File: src/acs_regs.svh
// register offsets, field positions, reset values and timing counts
// for the converter setup block; included by the modules and the bench
`ifndef ACS_REGS_SVH
`define ACS_REGS_SVH

// register indices (printed offsets), byte address is four times these
`define ACS_IDX_CH2_A      8'h05
`define ACS_IDX_CH2_B      8'h06
`define ACS_IDX_TEMP_A     8'h08
`define ACS_IDX_TEMP_B     8'h09
`define ACS_IDX_CTRL       8'h0C
`define ACS_IDX_STATUS     8'h0D

// setup register A fields
`define ACS_GAIN_MSB       15
`define ACS_GAIN_LSB       11
`define ACS_CLK_MSB        10
`define ACS_CLK_LSB        8
`define ACS_RES_MSB        6
`define ACS_RES_LSB        4
`define ACS_OFS_SIGN       3
`define ACS_OFS_MSB        2
`define ACS_OFS_LSB        0
// setup register B fields
`define ACS_BIAS_MSB       6
`define ACS_BIAS_LSB       4
`define ACS_REF_MSB        1
`define ACS_REF_LSB        0

// writable bit masks
`define ACS_MASK_A         16'hFF7F
`define ACS_MASK_CH2_B     16'h0073
`define ACS_MASK_TEMP_B    16'h0070

// control / status bits
`define ACS_CTRL_CH2_BIT   1
`define ACS_CTRL_TEMP_BIT  0
`define ACS_STAT_BUSY_BIT  0
`define ACS_STAT_CHAN_BIT  1

`define ACS_RESET_SETUP    16'h0000

// base divisor of the converter clock, in system clocks
`define ACS_BASE_DIV       4
// system clock that the divisor applies to, in kHz
`define ACS_SYS_CLK_KHZ    4000
// bus clock, in kHz
`define ACS_BUS_CLK_KHZ    100000

`endif

File: src/acs_pkg.sv
// types shared by the converter setup block
// assumes acs_regs.svh is on the include path
package acs_pkg;

    typedef struct packed {
        logic [4:0] gain_code;
        logic [2:0] clock_divider_code;
        logic [2:0] resolution_code;
        logic [3:0] coarse_offset_code;
        logic [2:0] bias_code;
        logic [1:0] reference_select;
    } acs_setup_t;

    typedef enum logic [1:0] {
        ACS_REF_SUPPLY   = 2'b00,
        ACS_REF_EXT_X2   = 2'b01,
        ACS_REF_BG_X4    = 2'b10
    } acs_ref_t;

    typedef enum logic [1:0] {
        ACS_IDLE  = 2'b00,
        ACS_CONV  = 2'b01,
        ACS_DONE  = 2'b10
    } acs_state_t;

    typedef struct packed {
        logic        valid;
        logic        temp_chan;
        acs_setup_t  setup;
        acs_ref_t    ref_src;
    } acs_conv_t;

endpackage

File: src/acs_clkdiv.sv
// converter clock divider: one-cycle enable per converter clock
// assumes a steady code while run is high
`timescale 1ns/1ps
`default_nettype none
`include "acs_regs.svh"
module acs_clkdiv
    import acs_pkg::*;
#(
    parameter int RATIO = 25
)(
    input  wire logic       hclk,
    input  wire logic       hresetn,
    input  wire logic       run,
    input  wire logic [2:0] code,
    output logic            tick
);
    initial
    begin
        if (RATIO < 1) $error("acs_clkdiv: RATIO must be at least 1");
    end

    localparam int CW = 24;
    logic [CW-1:0] cnt_q;
    logic [CW-1:0] cnt_d;
    logic [CW-1:0] period;

    // period = ratio * 4 * 2**code bus clocks
    assign period = CW'(RATIO * `ACS_BASE_DIV) << code;
    assign tick   = run && (cnt_q == period - CW'(1));
    assign cnt_d  = (!run || tick) ? '0 : cnt_q + CW'(1);

    always_ff @(posedge hclk or negedge hresetn)
    begin
        if (!hresetn)
            cnt_q <= '0;
        else
            cnt_q <= cnt_d;
    end
endmodule
`default_nettype wire

File: src/acs_convlen.sv
// converter clock count per conversion for a resolution code
// pure lookup, no state
`timescale 1ns/1ps
`default_nettype none
`include "acs_regs.svh"
module acs_convlen
    import acs_pkg::*;
(
    input  wire logic [2:0]  resolution_code,
    output logic      [11:0] clocks,
    output logic      [4:0]  result_bits
);
    always_comb
    begin
        case (resolution_code)
            3'h0:
            begin
                clocks = 12'd256;
                result_bits = 5'd9;
            end
            3'h1:
            begin
                clocks = 12'd320;
                result_bits = 5'd10;
            end
            3'h2:
            begin
                clocks = 12'd512;
                result_bits = 5'd12;
            end
            3'h3:
            begin
                clocks = 12'd640;
                result_bits = 5'd13;
            end
            3'h4:
            begin
                clocks = 12'd800;
                result_bits = 5'd14;
            end
            3'h5:
            begin
                clocks = 12'd1280;
                result_bits = 5'd15;
            end
            3'h6:
            begin
                clocks = 12'd2048;
                result_bits = 5'd16;
            end
            default:
            begin
                // undefined code: longest setting
                clocks = 12'd2048;
                result_bits = 5'd16;
            end
        endcase
    end
endmodule
`default_nettype wire

File: src/acs_top.sv
// converter setup registers for channel two and temperature, with
// conversion sequencing; AHB-Lite slave, zero wait states
//
// Notes on behaviour
// - ch2 A bits 15-11 gain, applied
// - ch2 A bits 10-8 clock code
// - ch2 A resolution 6-4, bit 7 unused
// - ch2 A offset sign 3, magnitude 2-0
// - ch2 B bias 6-4, reference 1-0
// - temp A mirrors channel layout
// - temp B bias only, low bits unused
// - gain: seventeen codes, others undefined
// - divisor four times two to code
// - resolution code sets clocks and bits
// - duration is clocks times divider period
// - offset is sign plus magnitude
// - reference: supply, 2x external, 4x bandgap
// - ch2 trigger converts, halts, self-clears
`timescale 1ns/1ps
`default_nettype none
`include "acs_regs.svh"
module acs_top
    import acs_pkg::*;
#(
    // bus clocks per system clock tick
    parameter int SYS_RATIO = `ACS_BUS_CLK_KHZ / `ACS_SYS_CLK_KHZ
)(
    input  wire logic        hclk,
    input  wire logic        hresetn,
    input  wire logic        hsel,
    input  wire logic [31:0] haddr,
    input  wire logic [1:0]  htrans,
    input  wire logic        hwrite,
    input  wire logic [2:0]  hsize,
    input  wire logic [31:0] hwdata,
    input  wire logic        hready,
    output logic      [31:0] hrdata,
    output logic             hreadyout,
    output logic             hresp,
    output acs_conv_t        conv_setup,
    output logic             conv_active,
    output logic             conv_done,
    output logic             cpu_halt,
    output logic             gain_undefined
);
    initial
    begin
        if (SYS_RATIO < 1) $error("acs_top: SYS_RATIO must be >= 1");
    end

    // ==========================================================
    // bus address phase capture
    // ==========================================================
    logic        wr_pend_q;
    logic [7:0]  wr_idx_q;
    logic [7:0]  a_idx;
    logic        a_valid;
    logic        a_write;
    logic        a_read;

    assign a_idx   = haddr[9:2];
    assign a_valid = hsel && hready && htrans[1];
    assign a_write = a_valid && hwrite;
    assign a_read  = a_valid && !hwrite;

    always_ff @(posedge hclk or negedge hresetn)
    begin
        if (!hresetn)
        begin
            wr_pend_q <= 1'b0;
            wr_idx_q  <= 8'h00;
        end
        else
        begin
            wr_pend_q <= a_write;
            wr_idx_q  <= a_idx;
        end
    end

    assign hreadyout = 1'b1;
    assign hresp     = 1'b0;

    // ==========================================================
    // write decode
    // ==========================================================
    logic        we_ch2_a;
    logic        we_ch2_b;
    logic        we_tmp_a;
    logic        we_tmp_b;
    logic        we_ctrl;

    assign we_ch2_a = wr_pend_q && (wr_idx_q == `ACS_IDX_CH2_A);
    assign we_ch2_b = wr_pend_q && (wr_idx_q == `ACS_IDX_CH2_B);
    assign we_tmp_a = wr_pend_q && (wr_idx_q == `ACS_IDX_TEMP_A);
    assign we_tmp_b = wr_pend_q && (wr_idx_q == `ACS_IDX_TEMP_B);
    assign we_ctrl  = wr_pend_q && (wr_idx_q == `ACS_IDX_CTRL);

    // ==========================================================
    // setup registers
    // ==========================================================
    logic [15:0] ch2_a_q;
    logic [15:0] ch2_b_q;
    logic [15:0] tmp_a_q;
    logic [15:0] tmp_b_q;

    always_ff @(posedge hclk or negedge hresetn)
    begin
        if (!hresetn)
        begin
            ch2_a_q <= `ACS_RESET_SETUP;
            ch2_b_q <= `ACS_RESET_SETUP;
            tmp_a_q <= `ACS_RESET_SETUP;
            tmp_b_q <= `ACS_RESET_SETUP;
        end
        else
        begin
            if (we_ch2_a)
                ch2_a_q <= hwdata[15:0] & `ACS_MASK_A;
            if (we_ch2_b)
                ch2_b_q <= hwdata[15:0] & `ACS_MASK_CH2_B;
            if (we_tmp_a)
                tmp_a_q <= hwdata[15:0] & `ACS_MASK_A;
            if (we_tmp_b)
                tmp_b_q <= hwdata[15:0] & `ACS_MASK_TEMP_B;
        end
    end

    // ==========================================================
    // field extraction
    // ==========================================================
    acs_setup_t ch2_fields;
    acs_setup_t tmp_fields;

    assign ch2_fields.gain_code =
        ch2_a_q[`ACS_GAIN_MSB:`ACS_GAIN_LSB];
    assign ch2_fields.clock_divider_code =
        ch2_a_q[`ACS_CLK_MSB:`ACS_CLK_LSB];
    assign ch2_fields.resolution_code =
        ch2_a_q[`ACS_RES_MSB:`ACS_RES_LSB];
    assign ch2_fields.coarse_offset_code =
        {ch2_a_q[`ACS_OFS_SIGN], ch2_a_q[`ACS_OFS_MSB:`ACS_OFS_LSB]};
    assign ch2_fields.bias_code =
        ch2_b_q[`ACS_BIAS_MSB:`ACS_BIAS_LSB];
    assign ch2_fields.reference_select =
        ch2_b_q[`ACS_REF_MSB:`ACS_REF_LSB];

    assign tmp_fields.gain_code =
        tmp_a_q[`ACS_GAIN_MSB:`ACS_GAIN_LSB];
    assign tmp_fields.clock_divider_code =
        tmp_a_q[`ACS_CLK_MSB:`ACS_CLK_LSB];
    assign tmp_fields.resolution_code =
        tmp_a_q[`ACS_RES_MSB:`ACS_RES_LSB];
    assign tmp_fields.coarse_offset_code =
        {tmp_a_q[`ACS_OFS_SIGN], tmp_a_q[`ACS_OFS_MSB:`ACS_OFS_LSB]};
    assign tmp_fields.bias_code =
        tmp_b_q[`ACS_BIAS_MSB:`ACS_BIAS_LSB];
    // temperature has no reference select
    assign tmp_fields.reference_select = 2'b00;

    // ==========================================================
    // conversion sequencer
    // ==========================================================
    acs_state_t  state_q;
    acs_state_t  state_d;
    logic        trig_ch2_q;
    logic        trig_tmp_q;
    acs_conv_t   conv_q;
    logic [11:0] clk_cnt_q;
    logic [11:0] need_clocks;
    logic        adc_tick;
    logic        start;
    logic        sel_tmp;
    logic        last_tick;
    acs_setup_t  sel_fields;
    acs_ref_t    sel_ref;

    // channel two has priority over temperature
    assign sel_tmp    = !trig_ch2_q;
    assign sel_fields = sel_tmp ? tmp_fields : ch2_fields;
    assign start      = (state_q == ACS_IDLE) && (trig_ch2_q || trig_tmp_q);
    assign last_tick  = adc_tick && (clk_cnt_q == need_clocks - 12'd1);

    // reference: 00 supply, 01 twice external, 1x four times bandgap
    assign sel_ref = sel_fields.reference_select[1] ? ACS_REF_BG_X4 :
        (sel_fields.reference_select[0] ? ACS_REF_EXT_X2 :
        ACS_REF_SUPPLY);

    acs_convlen u_len (
        .resolution_code (conv_q.setup.resolution_code),
        .clocks          (need_clocks),
        .result_bits     ()
    );

    acs_clkdiv #(
        .RATIO (SYS_RATIO)
    ) u_div (
        .hclk    (hclk),
        .hresetn (hresetn),
        .run     (state_q == ACS_CONV),
        .code    (conv_q.setup.clock_divider_code),
        .tick    (adc_tick)
    );

    always_comb
    begin
        state_d = state_q;
        case (state_q)
            ACS_IDLE:
                if (start)
                    state_d = ACS_CONV;
            ACS_CONV:
                if (last_tick)
                    state_d = ACS_DONE;
            ACS_DONE:
                state_d = ACS_IDLE;
            default:
                state_d = ACS_IDLE;
        endcase
    end

    always_ff @(posedge hclk or negedge hresetn)
    begin
        if (!hresetn)
        begin
            state_q   <= ACS_IDLE;
            clk_cnt_q <= 12'd0;
            conv_q    <= '0;
        end
        else
        begin
            state_q <= state_d;
            if (start)
            begin
                // snapshot held for the whole conversion
                conv_q.valid     <= 1'b1;
                conv_q.temp_chan <= sel_tmp;
                conv_q.setup     <= sel_fields;
                conv_q.ref_src   <= sel_ref;
                clk_cnt_q        <= 12'd0;
            end
            else if (state_q == ACS_CONV && adc_tick)
                clk_cnt_q <= clk_cnt_q + 12'd1;
            if (state_q == ACS_DONE)
                conv_q.valid <= 1'b0;
        end
    end

    // triggers: set by software, cleared by hardware on completion
    logic done_ch2;
    logic done_tmp;

    assign done_ch2 = (state_q == ACS_DONE) && !conv_q.temp_chan;
    assign done_tmp = (state_q == ACS_DONE) && conv_q.temp_chan;

    always_ff @(posedge hclk or negedge hresetn)
    begin
        if (!hresetn)
        begin
            trig_ch2_q <= 1'b0;
            trig_tmp_q <= 1'b0;
        end
        else
        begin
            // a new software set wins over the completion clear
            if (we_ctrl && hwdata[`ACS_CTRL_CH2_BIT])
                trig_ch2_q <= 1'b1;
            else if (done_ch2)
                trig_ch2_q <= 1'b0;
            if (we_ctrl && hwdata[`ACS_CTRL_TEMP_BIT])
                trig_tmp_q <= 1'b1;
            else if (done_tmp)
                trig_tmp_q <= 1'b0;
        end
    end

    // ==========================================================
    // outputs
    // ==========================================================
    logic gain_bad;

    // seventeen listed gain codes
    always_comb
    begin
        case (conv_q.setup.gain_code)
            5'h00, 5'h01, 5'h02, 5'h03, 5'h04, 5'h05, 5'h06, 5'h07,
            5'h08, 5'h0A, 5'h0C, 5'h0E, 5'h10, 5'h14, 5'h18, 5'h1C,
            5'h1E:
                gain_bad = 1'b0;
            default:
                gain_bad = 1'b1;
        endcase
    end

    assign conv_setup     = conv_q;
    assign conv_active    = (state_q == ACS_CONV);
    assign conv_done      = (state_q == ACS_DONE);
    assign cpu_halt       = trig_ch2_q || trig_tmp_q;
    assign gain_undefined = conv_q.valid && gain_bad;

    // ==========================================================
    // read data
    // ==========================================================
    logic [31:0] rd_d;
    logic [31:0] rdata_q;

    assign rd_d =
        (a_idx == `ACS_IDX_CH2_A)  ? {16'h0000, ch2_a_q} :
        (a_idx == `ACS_IDX_CH2_B)  ? {16'h0000, ch2_b_q} :
        (a_idx == `ACS_IDX_TEMP_A) ? {16'h0000, tmp_a_q} :
        (a_idx == `ACS_IDX_TEMP_B) ? {16'h0000, tmp_b_q} :
        (a_idx == `ACS_IDX_CTRL)   ?
            {30'h0, trig_ch2_q, trig_tmp_q} :
        (a_idx == `ACS_IDX_STATUS) ?
            {30'h0, conv_q.temp_chan, conv_active} :
        32'h0000_0000;

    always_ff @(posedge hclk or negedge hresetn)
    begin
        if (!hresetn)
            rdata_q <= 32'h0000_0000;
        else if (a_read)
            rdata_q <= rd_d;
    end

    assign hrdata = rdata_q;
endmodule
`default_nettype wire

File: config.mk
export PLATFORM = sky130hd
export DESIGN_NAME = acs_top
export DESIGN_NICKNAME = d
export VERILOG_FILES = /design/src/acs_pkg.sv /design/src/acs_clkdiv.sv /design/src/acs_convlen.sv /design/src/acs_top.sv
export VERILOG_INCLUDE_DIRS = /design/src /design/src/src
export SDC_FILE = /design/constraint.sdc
export NUM_CORES = 1
export LEC_CHECK = 0
export BUFFER_PORTS_ARGS = -buffer_cell sky130_fd_sc_hd__buf_4
export CORE_MARGIN = 5
export CORE_UTILIZATION = 56
export DETAILED_ROUTE_END_ITERATION = 8
export PLACE_DENSITY = 0.81
export SLEW_MARGIN = 5
export SYNTH_ARGS = -nofsm -noshare
export SYNTH_HDL_FRONTEND = slang
export SYNTH_HIERARCHICAL = 1
export SYNTH_SLANG_ARGS = --single-unit
File: constraint.sdc
create_clock -name hclk -period 4.35 [get_ports hclk]
set_clock_uncertainty 0.2 [all_clocks]
set_input_delay 0.2175 -clock hclk [delete_from_list [all_inputs] [get_ports hclk]]
set_output_delay 0.2175 -clock hclk [all_outputs]
set_load 0.02 [all_outputs]
# ---- Yosys cells after proc, flatten, opt, wreduce, memory -nomap -nowiden
# Memory sizes are Yosys's and may differ from the RTL's.
# Index checks and enable logic that the tools add are counted.
dict set report totals {
  regBits 143
  romBits 32
  inputBits 74
  out_inout_bits 62
  elab_cells 102
  n_memories 1
}
dict set report classes {
  add_sub_neg 4
  eq_ne 22
  shift 1
  muxes 22
  reduce_logical 31
}
# name words word_bits rd rd_clocked_by_memory_dff write_ports line_no
set mem_list {}
lappend mem_list {{(name not given)} 32 1 1 0 0 acs_top.sv:284} ;# case (conv_q.setup.gain_code)
# operator n
set ops {}
lappend ops {{$pmux 12 s6} 1}
lappend ops {{$eq 8x4->1 const B} 7}
lappend ops {{$mux 16} 3}
lappend ops {{$mux 24} 2}
lappend ops {{$eq 8x3->1 const B} 4}
lappend ops {{$add 24x1->24 const B} 1}
lappend ops {{$eq 24x24->1} 1}
lappend ops {{$mux 12} 2}
lappend ops {{$shl 7x3->24 const A} 1}
lappend ops {{$sub 24x1->24 const B} 1}
lappend ops {{$mux 20} 1}
lappend ops {{$logic_and 1x1->1} 18}
lappend ops {{$add 12x1->12 const B} 1}
lappend ops {{$eq 12x12->1} 1}
lappend ops {{$sub 12x1->12 const B} 1}
lappend ops {{$mux 2} 5}
lappend ops {{$reduce_bool 2->1} 4}
lappend ops {{$mux 7} 1}
lappend ops {{$eq 3x2->1 const B} 2}
lappend ops {{$eq 3x3->1 const B} 2}
lappend ops {{$mux 1} 6}
lappend ops {{$logic_not 1->1} 4}
lappend ops {{$pmux 2 s2} 1}
lappend ops {{$eq 3x1->1 const B} 1}
lappend ops {{other kinds (8)} 9}

# ---- Longest topological paths before layout
# Gate-level depths: netlist of the first run.
dict set report logic_depth {
  word_depth 7
  ltp_mapped 17
  mapped_depth_nobuf 15
}

# ---- Cells and area by module
# Netlist of the first run, hierarchy kept.
# mod instances cells_each area_each_um2 seq_area_each_um2
set modules_own_cells {}
lappend modules_own_cells {acs_top 1 455 4903.5 2527.4}
lappend modules_own_cells {acs_clkdiv 1 195 1789.2 600.6}
lappend modules_own_cells {acs_convlen 1 23 140.1 0.0}

# ---- Worst setup path before layout of the first run
# Ideal clock, no wire load.
dict set report synth_path {
  kind {register to register}
  startpoint {register conv_q, in the netlist conv_setup[15]}
  endpoint {register clk_cnt_q[9]}
  setup_ns 0.078
  t_arrival_ns 3.439
  t_required_ns 4.072
  setup_slack_ns 0.633
  stages_incl_launch_ff 15
  path_buffers 2
  period_less_slack_ns 3.717
  cell_sequence {dfrtp_1 > buf_2 > inv_1 > ha_1 > buf_6 > or3_1 > a21oi_2 > xnor3_1 > a211o_1 > nor4_1 > and2_1 > and2_1 > nand4_1 > or3_1 > a21oi_1}
}
dict set report synth_via {
  elab_chain_len 6
}
# element line_no
set synth_lines {}
lappend synth_lines {{start, declared} acs_top.sv:167} ;# acs_conv_t conv_q;
lappend synth_lines {{$shl 7x3->24} acs_clkdiv.sv:28} ;# assign period = CW'(RATIO * `ACS_BASE_DIV) << code;
lappend synth_lines {{$sub 24x1->24} acs_clkdiv.sv:29} ;# assign tick = run && (cnt_q == period - CW'(1));
lappend synth_lines {{$eq 24x24->1} acs_clkdiv.sv:29}
lappend synth_lines {{$logic_and 1x1->1} acs_clkdiv.sv:29}
lappend synth_lines {{via adc_tick} acs_top.sv:170} ;# logic adc_tick;
lappend synth_lines {{$logic_and 1x1->1} acs_top.sv:241} ;# else if (state_q == ACS_CONV && adc_tick)
lappend synth_lines {{$reduce_bool 2->1 (no source line)} --}
lappend synth_lines {{end signal, assigned} acs_top.sv:242} ;# clk_cnt_q <= clk_cnt_q + 12'd1;
lappend synth_lines {{end, declared} acs_top.sv:168} ;# logic [11:0] clk_cnt_q;
# The timed path passes the listed nets, and every way through them passes these cells.
# A chain may end at the register's enable or synchronous reset.

# ---- Worst setup path in the final report of the first run
dict set report layout_path {
  startpoint {register conv_q, in the netlist conv_setup[14]}
  endpoint {register clk_cnt_q[11]}
}
# Same word-level chain as after synthesis.

==> results of run 1 <==
-- state kept, by name, summed over array words and instances (netlist names), 2 cells and up --
register	cells
ch2_a_q	15
u_div/cnt_q	24
ch2_b_q	5
state_q	2
tmp_b_q	3
hrdata	15
conv_setup	23
clk_cnt_q	12
tmp_a_q	15
wr_idx_q	8
-- critical path: stages (launching register included) --
cell and delay, ps:
dfrtp_1 360, inv_1 80, ha_1 440, or3_1 410, a21oi_2 150, xnor3_1 210, a211o_1 320, nor4_1 310
and2_1 230, and2_1 210, nand4_1 330, nor3_1 330, xnor2_1 160, nor2_1 50
-- how the worst max path moves through the flow --
stage	start	to	slack [ps]
after floorplan	conv_setup[15]$_DFFE_PN0P_	clk_cnt_q[9]$_DFFE_PN0P_	630
after global placement	conv_setup[14]$_DFFE_PN0P_	clk_cnt_q[11]$_DFFE_PN0P_	580
after detailed placement	conv_setup[14]$_DFFE_PN0P_	clk_cnt_q[11]$_DFFE_PN0P_	460
after CTS	conv_setup[14]$_DFFE_PN0P_	clk_cnt_q[11]$_DFFE_PN0P_	380
after global routing	conv_setup[14]$_DFFE_PN0P_	clk_cnt_q[11]$_DFFE_PN0P_	230
final	conv_setup[14]$_DFFE_PN0P_	clk_cnt_q[11]$_DFFE_PN0P_	400
-- where the power goes --
group	internal, mW	switching [mW]	total, mW
clock	0.796	0.561	1.36
sequential	1.17	0.00576	1.18
combinational	0.0464	0.0708	0.117
total	2.01	0.638	2.65
-- through the flow --
stage	power (mW)	std cells	setup slack [ps]	instance area, sq um	hold WS (ps)
6_report	2.65	921	404	8160	197
4_1_cts	2.65	921	376	8160	238
2_1_floorplan	1.25	688	633	6880	-278
3_3_place_gp	1.29	863	580	7330	108
3_5_place_dp	1.29	863	462	7330	118
5_1_grt	2.72	921	226	8160	258
-- cell usage in the layout, fill, tap and decap left out, types with 3 or more instances in the layout --
cell	instances
xnor2_1	28
and3_1	5
a221o_1	5
clkinv_4	4
dfrtp_1	125
o22ai_1	3
mux2i_1	24
ha_1	9
clkinvlp_4	4
dlygate4sd3_1	26
nor2_2	10
nand2_1	71
a21oi_1	11
mux2_2	30
a22oi_1	12
nor2b_1	6
nor3b_1	6
conb_1	24
inv_1	14
nand3_1	22
o21ai_0	48
or3_1	6
inv_6	3
buf_4	82
nor3_1	14
nor4_1	13
and2_1	12
mux2_4	6
xor2_1	33
clkbuf_16	17
nand2b_1	4
nand3b_1	5
nand4_1	10
nor2_1	36
-- metal layers --
layer,wire [microns],track usage,vias to the layer above,part of all wire
met3,965,0.0543,28,0.058
met4,252,0.0787,0,0.015
met1,6530,0.278,2669,0.40
met2,8760,0.406,203,0.53
met5,0,0,-,0
li1,-,-,2482,-
-- repair_timing --
item / 4_1_cts / 5_1_grt
setup endpoints to repair: 0 / 0
endpoints found under the hold margin: 103 / 0
hold buffers: 26 / 0
-- final cells by class --
cell class,count,area [sq um],area share
Multi-Input combinational cell,493,3340,0.410
Sequential cell,125,3130,0.383
Timing Repair Buffer,108,876,0.107
Clock buffer,18,429,0.0526
Tap cell,147,184,0.0225
Clock inverter,14,138,0.0169
Inverter,16,60.1,0.00736
==> impl_metrics.csv, run 1 <==
group,metric,value,unit
outcome,outcome,"completed",
route,drt-vias-per-instance,5.84,
die,die_width,120,microns
route,vias,5382,
sta,hold_viol_final,0,
sta,rsz0062_at_grt,"false",
sta,setup_viol,0,
worst_setup_path,worst_r2r_endpoint,"clk_cnt_q[11]$_DFFE_PN0P_",
logic_synthesis,ys.warnings.count,6,
route,antenna_left,0,
worst_setup_path,r2r-start,"conv_setup[14]$_DFFE_PN0P_",
clocking,tritoncts,"built",
worst_setup_path,regToRegSetupSlack,400,ps
finish,fill_cells,832,
sta,fmax,253,MHz
route,drtPass1Iterations,5,
global_route,track_usage,0.231,
sta,finalMaxSlewViolations,0,
clocking,numCtsBuffers,17,
clocking,cts_root_buffer,"clkbuf_16",
route,wl_per_cell,17.9,microns
placement,hpwlAfterDp,10500,microns
die,placementRows,40,
global_route,grt_pass1_vias,5509,
global_route,grt_first_pass_wirelength,26900,microns
worst_setup_path,crit_arrival,4010,ps
pwr,ir_drop,252,uV
sta,slew_headroom,0.190,
worst_setup_path,cp-start-kind,"flip-flop",
finish,fin_nets,844,
worst_setup_path,path_class,"flip-flop to flip-flop",
logic_synthesis,synthCells,667,
logic_synthesis,synthesis.area,0.00680,sq mm
clocking,cts_resized,0,
die,dieArea,0.0144,sq mm
logic_synthesis,avgSynthCellArea,10.2,sq um
finish,antenna_cells,0,
finish,drive_gt1_frac,0.220,
pwr,power_leakage,3.86,nW
finish,finish.utilization,0.682,
worst_setup_path,required,4410,ps
die,design.core.area,0.0120,sq mm
sta,fin_crit,3950,ps
die,die_y,120,microns
clocking,cts.clk_slew.worst_paths,60,ps
worst_setup_path,end_kind,"flip-flop",
global_route,antenna_found_initial,0,
global_route,overflow,0,
placement,port_buffers,71,
clocking,insertion_delay,420,ps
worst_setup_path,r2r_cells,13,
route,drt_iter0_drc,417,
clocking,htreeDepth,4,
placement,gp_congestion,0.806,
route,drt-total-wl,16500,microns
flow_run,drv_cap,0,
sta,tightest_slew,1210,ps
worst_hold_path,hp-class,"input port to async pin",
sta,final.setup.tns,0,ps
clocking,postCtsSetupBuffers,0,
die,start_util,0.568,
finish,area_delta_synth_final,20.0,%
worst_setup_path,path_max_fanout,11,
global_route,grt_max_degree,57,
die,ios,136,
route,drc_errors,0,
pwr,p_per_area,325,mW/mm^2
clocking,clock_sinks,125,
sta,period_share,0.907,
clocking,cts_buffer_depth,2,
No activity file was read; power rests on OpenSTA's default activity.
==> run 2: changes to the inputs <==
--- a/config.mk
+++ b/config.mk
@@ -6,6 +6,7 @@
 export SDC_FILE = /design/constraint.sdc
 export NUM_CORES = 1
 export LEC_CHECK = 0
+export ABC_AREA = 1
 export BUFFER_PORTS_ARGS = -buffer_cell sky130_fd_sc_hd__buf_4
 export CORE_MARGIN = 5
 export CORE_UTILIZATION = 56
==> run 2 against run 1 <==
  * Total power up 7.6%
  * Final area grew 4.0%
  * Critical path depth rose by 4
==> impl_metrics.csv, run 2 <==
group,metric,value,unit
finish,layout_common_cells,"286 x nand2_1, 141 x nor2_1, 125 x dfrtp_1",
worst_setup_path,critical_path.cell_chain,"inv_1, ha_1, nand2_1, ha_1, nand3_1, nor2_2, nand2_1, nand2_1, nand3_1, nor2_1, nand4_2, nor2_1, nand2_4, nor3_2, nand3_1, o21ai_0, a21oi_1",
clocking,postCtsSetupBuffers,0,
die,start_util,0.565,
worst_setup_path,r2r_cells,17,
finish,seq_area,0.00313,sq mm
route,drt-vias-per-instance,5.18,
die,ios,136,
pwr,power_leakage,4.40,nW
route,met3_length,878,microns
sta,rsz0062_at_grt,"false",
worst_setup_path,r2r-start,"conv_setup[14]$_DFFE_PN0P_",
pwr,p_per_area,336,mW/mm^2
finish,finish.utilization,0.681,
clocking,htreeDepth,4,
global_route,grt_first_pass_wirelength,28500,microns
worst_setup_path,path_max_fanout,7,
sta,period_share,0.822,
finish,final_area,0.00849,sq mm
die,dieArea,0.0149,sq mm
global_route,track_usage,0.241,
worst_hold_path,holdPathEnd,"hrdata[1]$_DFFE_PN0P_",
worst_setup_path,worst_r2r_endpoint,"clk_cnt_q[7]$_DFFE_PN0P_",
placement,place_area,0.00763,sq mm
sta,final.setup.tns,0,ps
sta,slew_headroom,0.293,
clocking,cts_buffer_depth,2,
placement,preCtsSetupSlack,890,ps
flow_run,drv_cap,0,
logic_synthesis,ys.warnings.count,6,
worst_setup_path,end_kind,"flip-flop",
worst_hold_path,holdPathStages,5,
clocking,clock_sinks,125,
global_route,overflow,0,
clocking,numCtsBuffers,17,
clocking,tritoncts,"built",
worst_hold_path,hp-class,"input port to flip-flop",
pwr,ir_drop,427,uV
worst_setup_path,required,4440,ps
die,die_width,122,microns
die,design.core.area,0.0125,sq mm
finish,top_register,"u_div/cnt_q",
die,placementRows,41,
worst_setup_path,critPathMaxStageDelay,490,ps
sta,fmax,279,MHz
placement,port_buffers,71,
route,wl_met2,8590,microns
logic_synthesis,avgSynthCellArea,7.28,sq um
worst_hold_path,hold_start,"hready",
sta,fin_ws,772,ps
worst_setup_path,path_class,"flip-flop to flip-flop",
worst_setup_path,cp_num_buf_inv,1,
worst_setup_path,crit_arrival,3670,ps
placement,hpwlAfterDp,11400,microns
clocking,holdBufCountCts,26,
finish,final_common_cell,"nand2_1",
finish,multi_input_area,0.00327,sq mm
die,die_y,122,microns
sta,setup_viol,0,
sta,tightest_slew,1060,ps
finish,fin_nets,1146,
placement,gp_congestion,0.897,
outcome,outcome,"completed",
route,antenna_left,0,
worst_setup_path,cp-start-kind,"flip-flop",
sta,fin_crit,3580,ps
worst_setup_path,cpMaxStageDelayCell,"dfrtp_1",
logic_synthesis,synthCells,967,
route,drc_errors,0,
finish,drive_gt1_frac,0.118,
worst_setup_path,critPathTopFamily,"simple AND/OR/NAND/NOR gates",
global_route,grt_max_degree,68,
route,drt_iter0_drc,538,
sta,hold_viol_final,0,
clocking,cts_root_buffer,"clkbuf_16",
route,drt-total-wl,17100,microns
clocking,cts.clk_slew.worst_paths,60,ps
logic_synthesis,synthesis.area,0.00704,sq mm
clocking,cts_resized,0,
route,wl_met1,7280,microns
worst_setup_path,regToRegSetupSlack,770,ps
finish,area_delta_synth_final,20.5,%
sta,finalMaxSlewViolations,0,
route,drtPass1Iterations,5,
route,wl_per_cell,13.7,microns
global_route,antenna_found_initial,0,
finish,largest_reg_flops,24,
finish,fill_cells,1014,
global_route,grt_pass1_vias,6163,
clocking,insertion_delay,420,ps
route,vias,6474,
route,maxUsedRoutingLayer,"met4",
run 2: worst max-delay path by stage:
stage,to,startpoint,cells past startpoint,slack (ps)
after floorplan,clk_cnt_q[10]$_DFFE_PN0P_,conv_setup[15]$_DFFE_PN0P_,19,1190
after global routing,clk_cnt_q[7]$_DFFE_PN0P_,conv_setup[14]$_DFFE_PN0P_,17,480
after detailed placement,state_q[0]$_DFFE_PN0P_,conv_setup[14]$_DFFE_PN0P_,21,890
after CTS,clk_cnt_q[7]$_DFFE_PN0P_,conv_setup[14]$_DFFE_PN0P_,17,810
after global placement,state_q[0]$_DFFE_PN0P_,conv_setup[14]$_DFFE_PN0P_,21,920
final,clk_cnt_q[7]$_DFFE_PN0P_,conv_setup[14]$_DFFE_PN0P_,17,770
run 2: final cells by class:
type / instances / area share
Antenna cell: 1 / 0.000295
Clock buffer: 17 / 0.0501
Clock inverter: 15 / 0.0203
Inverter: 117 / 0.0517
Multi-Input combinational cell: 701 / 0.385
Sequential cell: 125 / 0.369
Tap cell: 172 / 0.0254
Timing Repair Buffer: 101 / 0.0985
run 2: power by group:
part | switching, mW | internal (mW) | total, mW
Clock | 0.533 | 0.897 | 1.43
Sequential | 0.0214 | 1.19 | 1.22
Combinational | 0.124 | 0.0831 | 0.207
run 2: worst min-delay path, cell delays in order:
cell and delay, ps:
buf_4 100, nand3_1 90, nor2_2 190, nand2_1 120, nand2_1 50
run 2: layer usage:
| metal | GRT usage | vias to the layer above |
|---|---|---|
| met5 | 0 | - |
| met2 | 0.411 | 184 |
| li1 | - | 3213 |
| met3 | 0.0506 | 40 |
| met4 | 0.0924 | 0 |
| met1 | 0.302 | 3037 |
run 2: metrics by stage:
stage	std cells	power [mW]	hold slack, ps
after floorplan	988	1.34	-278
after global placement	1190	1.42	120
after detailed placement	1190	1.42	122
after CTS	1248	2.86	195
after global routing	1248	2.94	251
final	1249	2.85	202
==> run 3: changes to the inputs <==
--- a/config.mk
+++ b/config.mk
@@ -6,7 +6,7 @@
 export SDC_FILE = /design/constraint.sdc
 export NUM_CORES = 1
 export LEC_CHECK = 0
-export ABC_AREA = 1
+export ABC_AREA = 0
 export BUFFER_PORTS_ARGS = -buffer_cell sky130_fd_sc_hd__buf_4
 export CORE_MARGIN = 5
 export CORE_UTILIZATION = 56
==> constraint.sdc (replaced) <==
create_clock -name hclk -period 3.59 [get_ports hclk]
set_clock_uncertainty 0.2 [all_clocks]
set_input_delay 0.1795 -clock hclk [delete_from_list [all_inputs] [get_ports hclk]]
set_output_delay 0.1795 -clock hclk [all_outputs]
set_load 0.02 [all_outputs]
==> run 3 against run 2 <==
  * Die area is 3.2% lower
  * Utilization grew 1.8 points
  * Sequential share of layout area rose by 0.60 points
  * Total power grew 17%
  * Final area decreased by 1.5%
  * Largest power group unchanged
==> impl_metrics.csv, run 3 (synthesis results as in run 1) <==
group,metric,value,unit
route,maxUsedRoutingLayer,"met4",
route,drt-vias-per-instance,5.92,
die,design.core.area,0.0120,sq mm
route,drtPass1Iterations,5,
finish,fin_nets,855,
clocking,numCtsBuffers,17,
placement,port_buffers,71,
route,wl_met1,6670,microns
route,drt-total-wl,16700,microns
die,dieArea,0.0144,sq mm
worst_setup_path,regToRegSetupSlack,150,ps
sta,slew_headroom,0.245,
sta,rsz0062_at_grt,"false",
worst_setup_path,cp-start-kind,"flip-flop",
placement,hpwlAfterDp,10600,microns
die,start_util,0.568,
pwr,power_leakage,3.96,nW
sta,fmax,290,MHz
clocking,tritoncts,"built",
pwr,p_per_area,399,mW/mm^2
global_route,overflow,0,
finish,area_delta_synth_final,23.0,%
route,antenna_left,0,
outcome,outcome,"completed",
die,die_y,120,microns
worst_setup_path,crit_arrival,3570,ps
die,ios,136,
route,wl_met2,8740,microns
sta,finalMaxSlewViolations,0,
finish,largest_reg_flops,24,
worst_setup_path,end_kind,"flip-flop",
clocking,cts_buffer_depth,2,
clocking,insertion_delay,410,ps
die,die_width,120,microns
clocking,cts.clk_slew.worst_paths,60,ps
worst_setup_path,path_class,"flip-flop to flip-flop",
worst_setup_path,required,3710,ps
sta,final.setup.tns,0,ps
worst_hold_path,hp-class,"input port to async pin",
pwr,ir_drop,432,uV
global_route,antenna_found_initial,0,
sta,fin_crit,3440,ps
global_route,grt_max_degree,56,
clocking,htreeDepth,4,
sta,hold_viol_final,0,
placement,dp_cells,874,
worst_setup_path,worst_r2r_endpoint,"clk_cnt_q[9]$_DFFE_PN0P_",
route,vias,5519,
clocking,cts_root_buffer,"clkbuf_16",
clocking,clock_sinks,125,
sta,setup_viol,0,
finish,stdcell_count,932,
route,drt_iter0_drc,365,
global_route,grt_pass1_vias,5713,
worst_setup_path,path_max_fanout,7,
die,placementRows,40,
route,drc_errors,0,
global_route,track_usage,0.244,
flow_run,drv_cap,0,
route,met3_length,927,microns
finish,antenna_cells,0,
pwr,fin_total_pwr,3.34,mW
worst_setup_path,r2r-start,"conv_setup[14]$_DFFE_PN0P_",
route,wl_per_cell,17.9,microns
placement,gp_congestion,0.836,
clocking,postCtsSetupBuffers,0,
finish,final_common_cell,"dfrtp_1",
sta,period_share,0.960,
sta,tightest_slew,1130,ps
finish,top_register,"u_div/cnt_q",
global_route,grt_first_pass_wirelength,28500,microns
finish,drive_gt1_frac,0.248,
worst_setup_path,r2r_cells,13,
finish,layout_common_cells,"123 x dfrtp_1, 92 x buf_4, 71 x nand2_1",
-- run 3: cell types whose count changed in the layout (fill, tap and decap cells not counted), moves of 12 or more --
cell     previous run  this run
nand2_1           286        71
nor2_1            141        36
inv_1             110        12
nand3_1            53        22
mux2_2              0        30
a31oi_1            29         2
mux2i_1             0        24
xnor2_1             9        28
buf_4              74        92
o21ai_1            19         1
xor2_1             20        33
a22oi_1             0        12
and2_1              0        12
-- run 3: worst max-delay path by stage --
stage | slack, ps | endpoint | cells past startpoint | from
after CTS | 30 | clk_cnt_q[9]$_DFFE_PN0P_ | 13 | conv_setup[14]$_DFFE_PN0P_
after detailed placement | -50 | clk_cnt_q[9]$_DFFE_PN0P_ | 13 | conv_setup[14]$_DFFE_PN0P_
after global placement | 90 | clk_cnt_q[9]$_DFFE_PN0P_ | 13 | conv_setup[14]$_DFFE_PN0P_
after floorplan | 20 | clk_cnt_q[9]$_DFFE_PN0P_ | 13 | conv_setup[14]$_DFFE_PN0P_
final | 150 | clk_cnt_q[9]$_DFFE_PN0P_ | 13 | conv_setup[14]$_DFFE_PN0P_
after global routing | 9 | clk_cnt_q[9]$_DFFE_PN0P_ | 13 | conv_setup[14]$_DFFE_PN0P_
-- run 3: layout make-up --
| cell class | count | area [sq um] |
|---|---|---|
| fillers | 743 | 3600 |
| multi-input cells | 493 | 3400 |
| flip-flops and latches | 125 | 3130 |
| repair buffers | 119 | 971 |
| clock buffers | 17 | 425 |
| clock inverters | 15 | 186 |
| well taps | 147 | 184 |
| inverters | 16 | 62.6 |
-- run 3: repair_timing --
| item | in CTS | in global routing |
|---|---|---|
| pin swaps | 0 | 2 |
| hold buffers | 26 | 0 |
| gates resized for setup | 2 | 13 |
| cloned | 0 | 0 |
| setup endpoints to repair | 6 | 10 |
| endpoints found under the hold margin | 101 | 0 |
-- run 3: through the flow --
stage | setup WS [ps] | hold WS, ps | instance area [sq um] | utilization
2_1_floorplan | 18.3 | -316 | 6880 | -
5_1_grt | 8.70 | 242 | 8360 | 0.699
3_5_place_dp | -45.7 | 57.4 | 7430 | 0.621
4_1_cts | 31.3 | 196 | 8310 | 0.695
6_report | 145 | 156 | 8360 | 0.699
3_3_place_gp | 90.2 | 51.4 | 7430 | 0.621
-- run 3: routing by layer --
layer / up-vias / track usage
li1: 2502 / -
met5: - / 0
met1: 2747 / 0.306
met2: 216 / 0.421
met4: 0 / 0.0845
met3: 54 / 0.0514
-- run 3: critical path, cell delays in order, from the launching register on --
cell and delay, ps:
dfrtp_2 460, inv_4 90, ha_4 220, or3_1 360, a21oi_2 140, xnor3_1 230, a211o_1 270, nor4_2 310
and2_1 190, and2_1 140, nand4_1 110, buf_4 180, or3_1 300, a21oi_1 150
-- run 3: report_power, final --
| part | internal [mW] | switching, mW | leakage [nW] | total [mW] |
|---|---|---|---|---|
| combinational | 0.0570 | 0.0867 | 1.98 | 0.144 |
| sequential | 1.42 | 0.00761 | 1.68 | 1.43 |
| clock | 1.10 | 0.664 | 0.299 | 1.77 |
| total | 2.58 | 0.758 | 3.96 | 3.34 |
